[src/hdl/atb_defines.svh]
// Register offsets, field positions, reset values and timing counts for the tracking control
`ifndef ATB_DEFINES_SVH
`define ATB_DEFINES_SVH
`define ATB_TRACK_CTRL_ADDR   8'hBA
`define ATB_GAIN_ADDR         8'hBB
`define ATB_TRACK_CTRL_RESET  8'hFF
`define ATB_GAIN_RESET        8'hFF
`define ATB_PWR_MSB           7
`define ATB_PWR_LSB           4
`define ATB_TM_MSB            3
`define ATB_TM_LSB            2
`define ATB_TK_MSB            1
`define ATB_TK_LSB            0
`define ATB_PWR_STEP_NS       200
`define ATB_CLK_PERIOD_NS     8
`define ATB_PWR_STEP_CYC      ((`ATB_PWR_STEP_NS + `ATB_CLK_PERIOD_NS - 1) / `ATB_CLK_PERIOD_NS)
`define ATB_POST_SYS_CYC      2
`endif

[src/hdl/atb_pkg.sv]
// Types shared by the tracking and burst power control
package atb_pkg;
  typedef enum logic [1:0] {
    ATB_TM_RESERVED,
    ATB_TM_POST,
    ATB_TM_PRE,
    ATB_TM_DUAL
  } atb_track_mode_t;

  typedef enum {
    ATB_ST_IDLE,
    ATB_ST_POWERUP,
    ATB_ST_PRETRACK,
    ATB_ST_CONVERT,
    ATB_ST_POST_SAR,
    ATB_ST_POST_SYS
  } atb_state_t;

  typedef struct packed {
    logic [7:0]  track_ctrl;
    logic [7:0]  gain;
    atb_state_t  state;
    logic [11:0] count;
    logic [7:0]  rdata;
    logic        powered;
    logic        tracking;
    logic        conv_go;
  } atb_regs_t;
endpackage

[src/hdl/atb_control.sv]
// Tracking mode, post-track timing and burst power sequencing for the SAR converter
`default_nettype none
`include "atb_defines.svh"

// Functional notes
// - Software gain byte, 0 to 1.016 full scale, drives the converter gain.
// - Burst off: converter power follows the converter enable bit only.
// - Burst on and enabled: converter stays powered between conversions.
// - Burst on, not enabled: low power after conversion, power up on start.
// - Burst power-up delay is (field + 1) times 200 ns before tracking.
// - Tracking mode code: 00 reserved, 01 post, 10 pre, 11 dual.
// - Post-track time: 2, 4, 8 or 16 SAR clocks plus 2 system clocks.
module atb_control #(
  parameter int PWR_STEP_CYC = `ATB_PWR_STEP_CYC
) (
  input  wire logic       clk_sys,
  input  wire logic       sys_rst,
  input  wire logic       clk_en,
  input  wire logic       sfr_wr,
  input  wire logic       sfr_rd,
  input  wire logic [7:0] sfr_addr,
  input  wire logic [7:0] sfr_wdata,
  output logic      [7:0] sfr_rdata,
  input  wire logic       converter_enable,
  input  wire logic       burst_mode_enable,
  input  wire logic       conv_start,
  input  wire logic       sar_clk_tick,
  input  wire logic       conv_done,
  output logic            converter_powered,
  output logic            tracking_active,
  output logic            conversion_go,
  output logic            sequence_busy,
  output logic      [7:0] gain_value
);
  import atb_pkg::*;

  atb_regs_t r_reg;
  atb_regs_t r_next;

  logic [3:0] pwr_field;
  logic [1:0] tk_field;
  atb_track_mode_t tm_field;
  logic [11:0] pwr_cycles;
  logic [4:0]  post_sar;
  logic        keep_on;

  assign pwr_field = r_reg.track_ctrl[`ATB_PWR_MSB:`ATB_PWR_LSB];
  assign tm_field  = atb_track_mode_t'(r_reg.track_ctrl[`ATB_TM_MSB:`ATB_TM_LSB]);
  assign tk_field  = r_reg.track_ctrl[`ATB_TK_MSB:`ATB_TK_LSB];
  assign pwr_cycles = 12'((pwr_field + 5'd1) * PWR_STEP_CYC);
  assign post_sar  = 5'(5'd2 << tk_field);
  // Burst with enable keeps the converter up; burst off does not use this
  assign keep_on = converter_enable;

  always_comb begin
    r_next = r_reg;
    r_next.conv_go = 1'b0;
    if (sfr_wr && sfr_addr == `ATB_TRACK_CTRL_ADDR) begin
      r_next.track_ctrl = sfr_wdata;
    end
    if (sfr_wr && sfr_addr == `ATB_GAIN_ADDR) begin
      r_next.gain = sfr_wdata;
    end
    if (sfr_rd) begin
      case (sfr_addr)
        `ATB_TRACK_CTRL_ADDR: r_next.rdata = r_reg.track_ctrl;
        `ATB_GAIN_ADDR:       r_next.rdata = r_reg.gain;
        default:              r_next.rdata = 8'h00;
      endcase
    end
    case (r_reg.state)
      ATB_ST_IDLE: begin
        r_next.tracking = 1'b0;
        if (!burst_mode_enable) begin
          r_next.powered = converter_enable;
        end else if (keep_on) begin
          r_next.powered = 1'b1;
        end else begin
          r_next.powered = 1'b0;
        end
        if (conv_start && (converter_enable || burst_mode_enable)) begin
          if (burst_mode_enable && !r_reg.powered) begin
            r_next.powered = 1'b1;
            r_next.state = ATB_ST_POWERUP;
            r_next.count = pwr_cycles - 12'd1;
          end else if (tm_field == ATB_TM_POST) begin
            // Still up from the last conversion, so skip the delay but hold power
            r_next.powered = 1'b1;
            r_next.conv_go = 1'b1;
            r_next.state = ATB_ST_CONVERT;
          end else begin
            r_next.powered = 1'b1;
            r_next.tracking = 1'b1;
            r_next.state = ATB_ST_PRETRACK;
          end
        end
      end
      ATB_ST_POWERUP: begin
        if (r_reg.count == 12'd0) begin
          if (tm_field == ATB_TM_POST) begin
            r_next.conv_go = 1'b1;
            r_next.state = ATB_ST_CONVERT;
          end else begin
            r_next.tracking = 1'b1;
            r_next.state = ATB_ST_PRETRACK;
          end
        end else begin
          r_next.count = r_reg.count - 12'd1;
        end
      end
      ATB_ST_PRETRACK: begin
        // Pre-tracking has run for one system clock in this state
        r_next.tracking = 1'b0;
        r_next.conv_go = 1'b1;
        r_next.state = ATB_ST_CONVERT;
      end
      ATB_ST_CONVERT: begin
        if (conv_done) begin
          if (tm_field == ATB_TM_PRE) begin
            r_next.state = ATB_ST_IDLE;
          end else begin
            r_next.tracking = 1'b1;
            r_next.count = 12'(post_sar);
            r_next.state = ATB_ST_POST_SAR;
          end
        end
      end
      ATB_ST_POST_SAR: begin
        if (sar_clk_tick) begin
          if (r_reg.count == 12'd1) begin
            r_next.count = 12'(`ATB_POST_SYS_CYC - 1);
            r_next.state = ATB_ST_POST_SYS;
          end else begin
            r_next.count = r_reg.count - 12'd1;
          end
        end
      end
      ATB_ST_POST_SYS: begin
        if (r_reg.count == 12'd0) begin
          r_next.tracking = 1'b0;
          r_next.state = ATB_ST_IDLE;
        end else begin
          r_next.count = r_reg.count - 12'd1;
        end
      end
      default: r_next.state = ATB_ST_IDLE;
    endcase
  end

  always_ff @(posedge clk_sys or posedge sys_rst) begin
    if (sys_rst) begin
      r_reg.track_ctrl <= `ATB_TRACK_CTRL_RESET;
      r_reg.gain       <= `ATB_GAIN_RESET;
      r_reg.state      <= ATB_ST_IDLE;
      r_reg.count      <= 12'h000;
      r_reg.rdata      <= 8'h00;
      r_reg.powered    <= 1'b0;
      r_reg.tracking   <= 1'b0;
      r_reg.conv_go    <= 1'b0;
    end else if (clk_en) begin
      r_reg <= r_next;
    end
  end

  assign sfr_rdata         = r_reg.rdata;
  assign converter_powered = r_reg.powered;
  assign tracking_active   = r_reg.tracking;
  assign conversion_go     = r_reg.conv_go;
  assign sequence_busy     = (r_reg.state != ATB_ST_IDLE);
  assign gain_value        = r_reg.gain;

  a_reset_value_ones: assert property (@(posedge clk_sys)
    $fell(sys_rst) |-> r_reg.track_ctrl == 8'hFF)
    else $error("tracking control not all ones after reset");

  a_burst_off_power: assert property (@(posedge clk_sys) disable iff (sys_rst)
    clk_en && !burst_mode_enable && r_reg.state == ATB_ST_IDLE
      |=> converter_powered == $past(converter_enable))
    else $error("power not following enable with burst off");

  a_burst_stay_on: assert property (@(posedge clk_sys) disable iff (sys_rst)
    clk_en && burst_mode_enable && converter_enable && converter_powered
      |=> converter_powered)
    else $error("converter dropped power while enabled in burst");

  a_burst_power_up: assert property (@(posedge clk_sys) disable iff (sys_rst)
    clk_en && r_reg.state == ATB_ST_IDLE && burst_mode_enable && !converter_powered
      && conv_start |=> converter_powered && r_reg.state == ATB_ST_POWERUP)
    else $error("no power up on start in burst low power");

  a_powerup_delay: assert property (@(posedge clk_sys) disable iff (sys_rst)
    r_reg.state == ATB_ST_IDLE && r_next.state == ATB_ST_POWERUP && clk_en
      |=> r_reg.count == pwr_cycles - 12'd1)
    else $error("power up count wrong");

  a_post_no_pretrack: assert property (@(posedge clk_sys) disable iff (sys_rst)
    r_reg.state == ATB_ST_PRETRACK |-> tm_field != ATB_TM_POST)
    else $error("pre-tracking in post-tracking mode");

  a_post_sar_load: assert property (@(posedge clk_sys) disable iff (sys_rst)
    clk_en && r_reg.state == ATB_ST_CONVERT && r_next.state == ATB_ST_POST_SAR
      |=> r_reg.count == 12'(post_sar))
    else $error("post-track count wrong");

  a_post_sys_tail: assert property (@(posedge clk_sys) disable iff (sys_rst)
    clk_en && r_reg.state == ATB_ST_POST_SAR && r_next.state == ATB_ST_POST_SYS
      |=> r_reg.count == 12'd1)
    else $error("system clock tail count wrong");

  a_gain_follows: assert property (@(posedge clk_sys) disable iff (sys_rst)
    clk_en && sfr_wr && sfr_addr == `ATB_GAIN_ADDR |=> gain_value == $past(sfr_wdata))
    else $error("gain write lost");

  a_burst_low_power: assert property (@(posedge clk_sys) disable iff (sys_rst)
    clk_en && burst_mode_enable && !converter_enable && !conv_start
      && r_reg.state == ATB_ST_IDLE |=> !converter_powered)
    else $error("converter left powered between burst conversions");

  a_pre_skips_post: assert property (@(posedge clk_sys) disable iff (sys_rst)
    clk_en && r_reg.state == ATB_ST_CONVERT && conv_done && tm_field == ATB_TM_PRE
      |=> r_reg.state == ATB_ST_IDLE && !tracking_active)
    else $error("post-tracking ran in pre-tracking mode");

  a_go_one_pulse: assert property (@(posedge clk_sys) disable iff (sys_rst)
    clk_en && conversion_go |=> !conversion_go)
    else $error("conversion start held longer than one cycle");
endmodule
`default_nettype wire

[config.mk]
export PLATFORM = sky130hd
export DESIGN_NAME = atb_control
export DESIGN_NICKNAME = d
export VERILOG_FILES = /design/src/hdl/atb_pkg.sv /design/src/hdl/atb_control.sv
export VERILOG_INCLUDE_DIRS = /design/src /design/src/hdl
export SDC_FILE = /design/constraint.sdc
export NUM_CORES = 1
export LEC_CHECK = 0
export ABC_AREA = 1
export BUFFER_PORTS_ARGS = -buffer_cell sky130_fd_sc_hd__buf_2
export CAP_MARGIN = 20
export CORE_UTILIZATION = 55
export CTS_CLUSTER_SIZE = 16
export DETAILED_ROUTE_END_ITERATION = 16
export PLACE_DENSITY = 0.77
export SETUP_SLACK_MARGIN = 0.3
export SLEW_MARGIN = 15
export SYNTH_ARGS = -nofsm -noshare
export SYNTH_HDL_FRONTEND = slang
export SYNTH_SLANG_ARGS = --single-unit
[constraint.sdc]
create_clock -name clk_sys -period 8.8 [get_ports clk_sys]
set_clock_uncertainty 0.2 [all_clocks]
set_input_delay 0.44 -clock clk_sys [delete_from_list [all_inputs] [get_ports clk_sys]]
set_output_delay 0.44 -clock clk_sys [all_outputs]
set_load 0.02 [all_outputs]
; ---- Word level (Yosys, flattened, before mapping)
; Cells that the tools add are included.
[totals]
out_inout_bits = 20
in_bits = 26
wordCells = 81
register_bits = 71
[classes]
reduce_logical = 19
multipliers = 1
n_addsub = 3
n_shift = 1
n_eq_ne = 20
n_mux = 29
[ops]
columns = cell, n
row1 = case mux 32 bit (6 select lines), 1
row2 = two-way mux 44 bit, 3
row3 = two-way mux 32 bit, 3
row4 = == test 32 x 2 -> 1 bit (second input constant), 2
row5 = == test 32 x 3 -> 1 bit (second input constant), 2
row6 = two-way mux 12 bit, 4
row7 = case mux 12 bit (4 select lines), 1
row8 = == test 32 x 1 -> 1 bit (second input constant), 1
row9 = logical NOT 32 bit, 1
row10 = nonzero test 32 bit, 1
row11 = inequality test 2 bit (second input constant), 10
row12 = == test 8 bit (second input constant), 2
row13 = case mux 8 bit (2 select lines), 1
row14 = AND reduction 7 bit, 2
row15 = == test 12 x 1 -> 1 bit (second input constant), 1
row16 = logical NOT 12 bit, 1
row17 = subtractor 12 x 1 -> 12 bit (second input constant), 1
row18 = subtractor 10 x 1 -> 11 bit (second input constant), 1
row19 = multiplier 5 x 5 -> 10 bit (second input constant), 1
row20 = two-way mux 1 bit, 9
row21 = AND reduction 2 bit, 4
row22 = AND reduction 8 bit, 1
row23 = two-way mux 2 bit, 3
row24 = two-way mux 3 bit, 2
row25 = 12 further kinds, 15

; ---- Logic depth before layout (Yosys ltp)
[logic_depth]
ltp_word = 6
ltp_mapped = 18
mapped_depth_nobuf = 18

; ---- Least setup slack after synthesis
; No wires, ideal clock.
[synth_timing]
path_type = register to register
startpoint = register r_reg, in the netlist pwr_field[0]
endpoint = register r_reg[21] (netlist name)
path_stages_with_launch = 16
required_time_ps = 8484
path_slack_ps = 5568
synth_period_minus_slack_ps = 3232
setup_ps = 116
path_buffers = 0
t_arrival_ps = 2915
path_cell_list = dfstp_2 ha_1 xor2_1 nor2_1 fa_1 inv_1 ha_1 ha_1 nand2_1 nand2_1 a21oi_1 nand3_1 nand3_1 nand2_1 nand2_1 nand2_1
[synth_between]
elab_chain_len = 6
[synth_lines]
columns = element, line
row1 = from (decl), atb_control.sv:37  ; atb_regs_t r_reg;
row2 = from (signal assigned), atb_control.sv:161  ; r_reg <= r_next;
row3 = adder 4 x 1 -> 5 bit, atb_control.sv:50  ; assign pwr_cycles = 12'((pwr_field + 5'd1) * PWR_STEP_CYC);
row4 = multiplier 5 x 5 -> 10 bit, atb_control.sv:50
row5 = subtractor 10 x 1 -> 11 bit, atb_control.sv:85  ; r_next.count = pwr_cycles - 12'd1;
row6 = two-way mux 12 bit, atb_control.sv:82  ; if (burst_mode_enable && !r_reg.powered) begin
row7 = two-way mux 44 bit, atb_control.sv:81  ; if (conv_start && (converter_enable || burst_mode_enable)) begin
row8 = case mux 12 bit (4 select lines), atb_control.sv:71  ; case (r_reg.state)
; Every way passes these cells. The select of a mux whose other input is x is not followed.
; A chain may end at the register's enable or synchronous reset.

; ---- Worst setup path after layout
[layout_timing]
startpoint = register r_reg, in the netlist pwr_field[0]
endpoint = register r_reg[22] (netlist name)
; Same word-level chain as after synthesis.

==> metrics.txt <==
setup violators final=0; Leak Pwr=0.00201 uW; crit share post-route=40.0%; layout cells sized above 1=19.7%; Sinks on Clock Net=42; cell count after placement=562; Syn Nets=518; final count of hold timing violations=0; initial antenna violation count=0; reg-to-reg critical path startpoint=pwr_field[0]; CP Launch Type=register; average size of a mapped cell=7.03 um2; most instantiated library cell after synthesis=nand2_1; CP endpoint kind=register; I/O Buffers=45; Multi-input gate area=0.00181 mm2; Clock Path Buffers=2; hold slack=0.0490 ns; DR vias/cell=5.14; outcome=completed; Post-synth EDFFs=0; Post-CTS Setup Inserts=0; # hold bufs at CTS=0; sequential cell area=0.00107 mm2; drt drc=0; Site Rows=27; FF+latch count, synth=42; CTS resizes=0; Power, Total=928 uW; Worst-Margin Slew=0.962 ns; crit path from=pwr_field[0]; list of most frequent post-synthesis cells=nand2_1, inv_1, nand3_1; filler cell count=521; unrepaired setup endpoints after global routing=false; cell taking the most area after synthesis=dfrtp_1; Die H=79.3 um; Final #Nets=547; non-filler instance count after layout=570; setup tns final=0 ns; minimum clock period=3.52 ns; Reg clk slew, reported paths=0.09 ns; total CTS buffers=5; RePlAce Congestion=0.894; global-route wire length before repair=11.9 mm; post-synthesis cell area=0.00329 mm2; Syn Inst Count=468; crit-path max FO=8; routed wire length=6.78 mm; yosys warns=0; vias in the first global route=2711; Pwr per Cell Area=261 mW/mm2; H-tree depth=2; Max VDD drop=0.147 mV; FF-to-FF path depth=16; final max-slew violation count=0; Slew headroom=35.7%; Final ANT Viol Nets=0; Worst Path Class, Setup=register to register; Worst-Skew Late Latency=0.30 ns; gr usage total=24.1%; total number of vias=2930; Pre-Repair DR Iteration Count=4; Core Area=0.00564 mm2; n_diodes=0; Root Driver=clkbuf_8; Seq/Total Area, Yosys=32.6%; Starting Density=58.3%; hold crit path type=primary input to asynchronous set/reset pin; synth top area cells=dfrtp_1, nand2_1, dfstp_2; worst path required time=8.85 ns; DIE AREA=0.00629 mm2; top cell type's share of synthesized area=19.8%; Synth cell types=39; Fmax achieved=0.284 GHz; largest net degree at the start of global routing=43; Avg WL per Cell=11.9 um; GR Overflow Total=0; ys flop type=dfrtp_1; WP data arrival=3.57 ns; Die Width=79.3 um; CTS tree=yes; Async SR Flop Fraction=100%; max cap viols=0; Largest register FFs=19; Detailed Route Iter0 Violations=160; Layout area overhead=8.06%; IO Count=46; HPWL after detailed placement=5.19 mm
-- layout by cell type (no fill, tap or decap), drive strengths merged, types with 3 or more instances in the layout --
master  netlist  final
a31oi         3      3
clkbuf        2      5
or2           4      4
o21ai        22     22
buf          22     46
nor2         38     38
dfrtp        26     26
a21oi         8      8
xor2          7      7
dfstp        16     16
mux2          3      3
nand4         3      3
nand3        40     40
o22ai         5      5
inv          63     63
nand2       170    170
ha           23     23
o211ai        3      3
-- routing by layer --
metal  share of wire, %  track usage (%)  up-vias
met5                  0                0        -
met4                1.1             6.55        0
met3                4.3             4.71        6
met2                 45             39.2       69
met1                 49             32.5     1330
li1                   -                -     1525
-- metrics by stage --
step | util, % | worst slack (ns) | cell area [um2]
final | 63.0 | 5.28 | 3550
after global routing | 63.0 | 4.95 | 3550
after CTS | 63.0 | 5.29 | 3550
after detailed placement | 61.0 | 5.31 | 3440
after global placement | 61.0 | 5.43 | 3440
after floorplan | - | 5.57 | 3290
-- path summary, 6_finish.rpt --
check | endpoint | slack [ns]
max | r_reg[22] | 5.28
min | tracking_active | 0.05
max reg2reg | r_reg[22] | 5.28
min reg2reg | sfr_rdata[6] | 0.28
max in group asynchronous | gain_value[2] | 7.96
min in group clk_sys | gain_value[4] | 0.15
-- cell type report --
class                   count  area share (%)
well taps                  72            2.53
inverters                  63            6.72
flip-flops and latches     42            30.1
multi-input cells         339            50.9
clock buffers               5            1.94
clock inverters             3            1.27
repair buffers             46            6.55
-- critical path, cell delays in order, from the launching register on --
cell,delay [ns]
dfstp_2,0.61
ha_1,0.23
xor2_1,0.35
nor2_1,0.14
fa_1,0.49
inv_1,0.04
ha_1,0.28
ha_1,0.37
nand2_1,0.10
nand2_1,0.07
a21oi_1,0.16
nand2_1,0.08
nand2_1,0.06
nand3_1,0.08
nand2_1,0.10
nand2_1,0.06
nand2_1,0.07
-- cell families after synthesis --
logic type	after synthesis	share of synthesized area, %
simple gates	259	34.4
buf+inv	87	12.5
compound gates	45	8.06
flops	42	32.6
fa+ha+maj	24	9.36
xor+xnor	8	2.13
mux	3	1.03
-- where the power goes --
group | internal, uW | total (uW) | switching, uW
combinational | 176 | 490 | 314
clock | 84.5 | 158 | 73.6
sequential | 236 | 280 | 44.1
(Power assumes the default switching activity.)
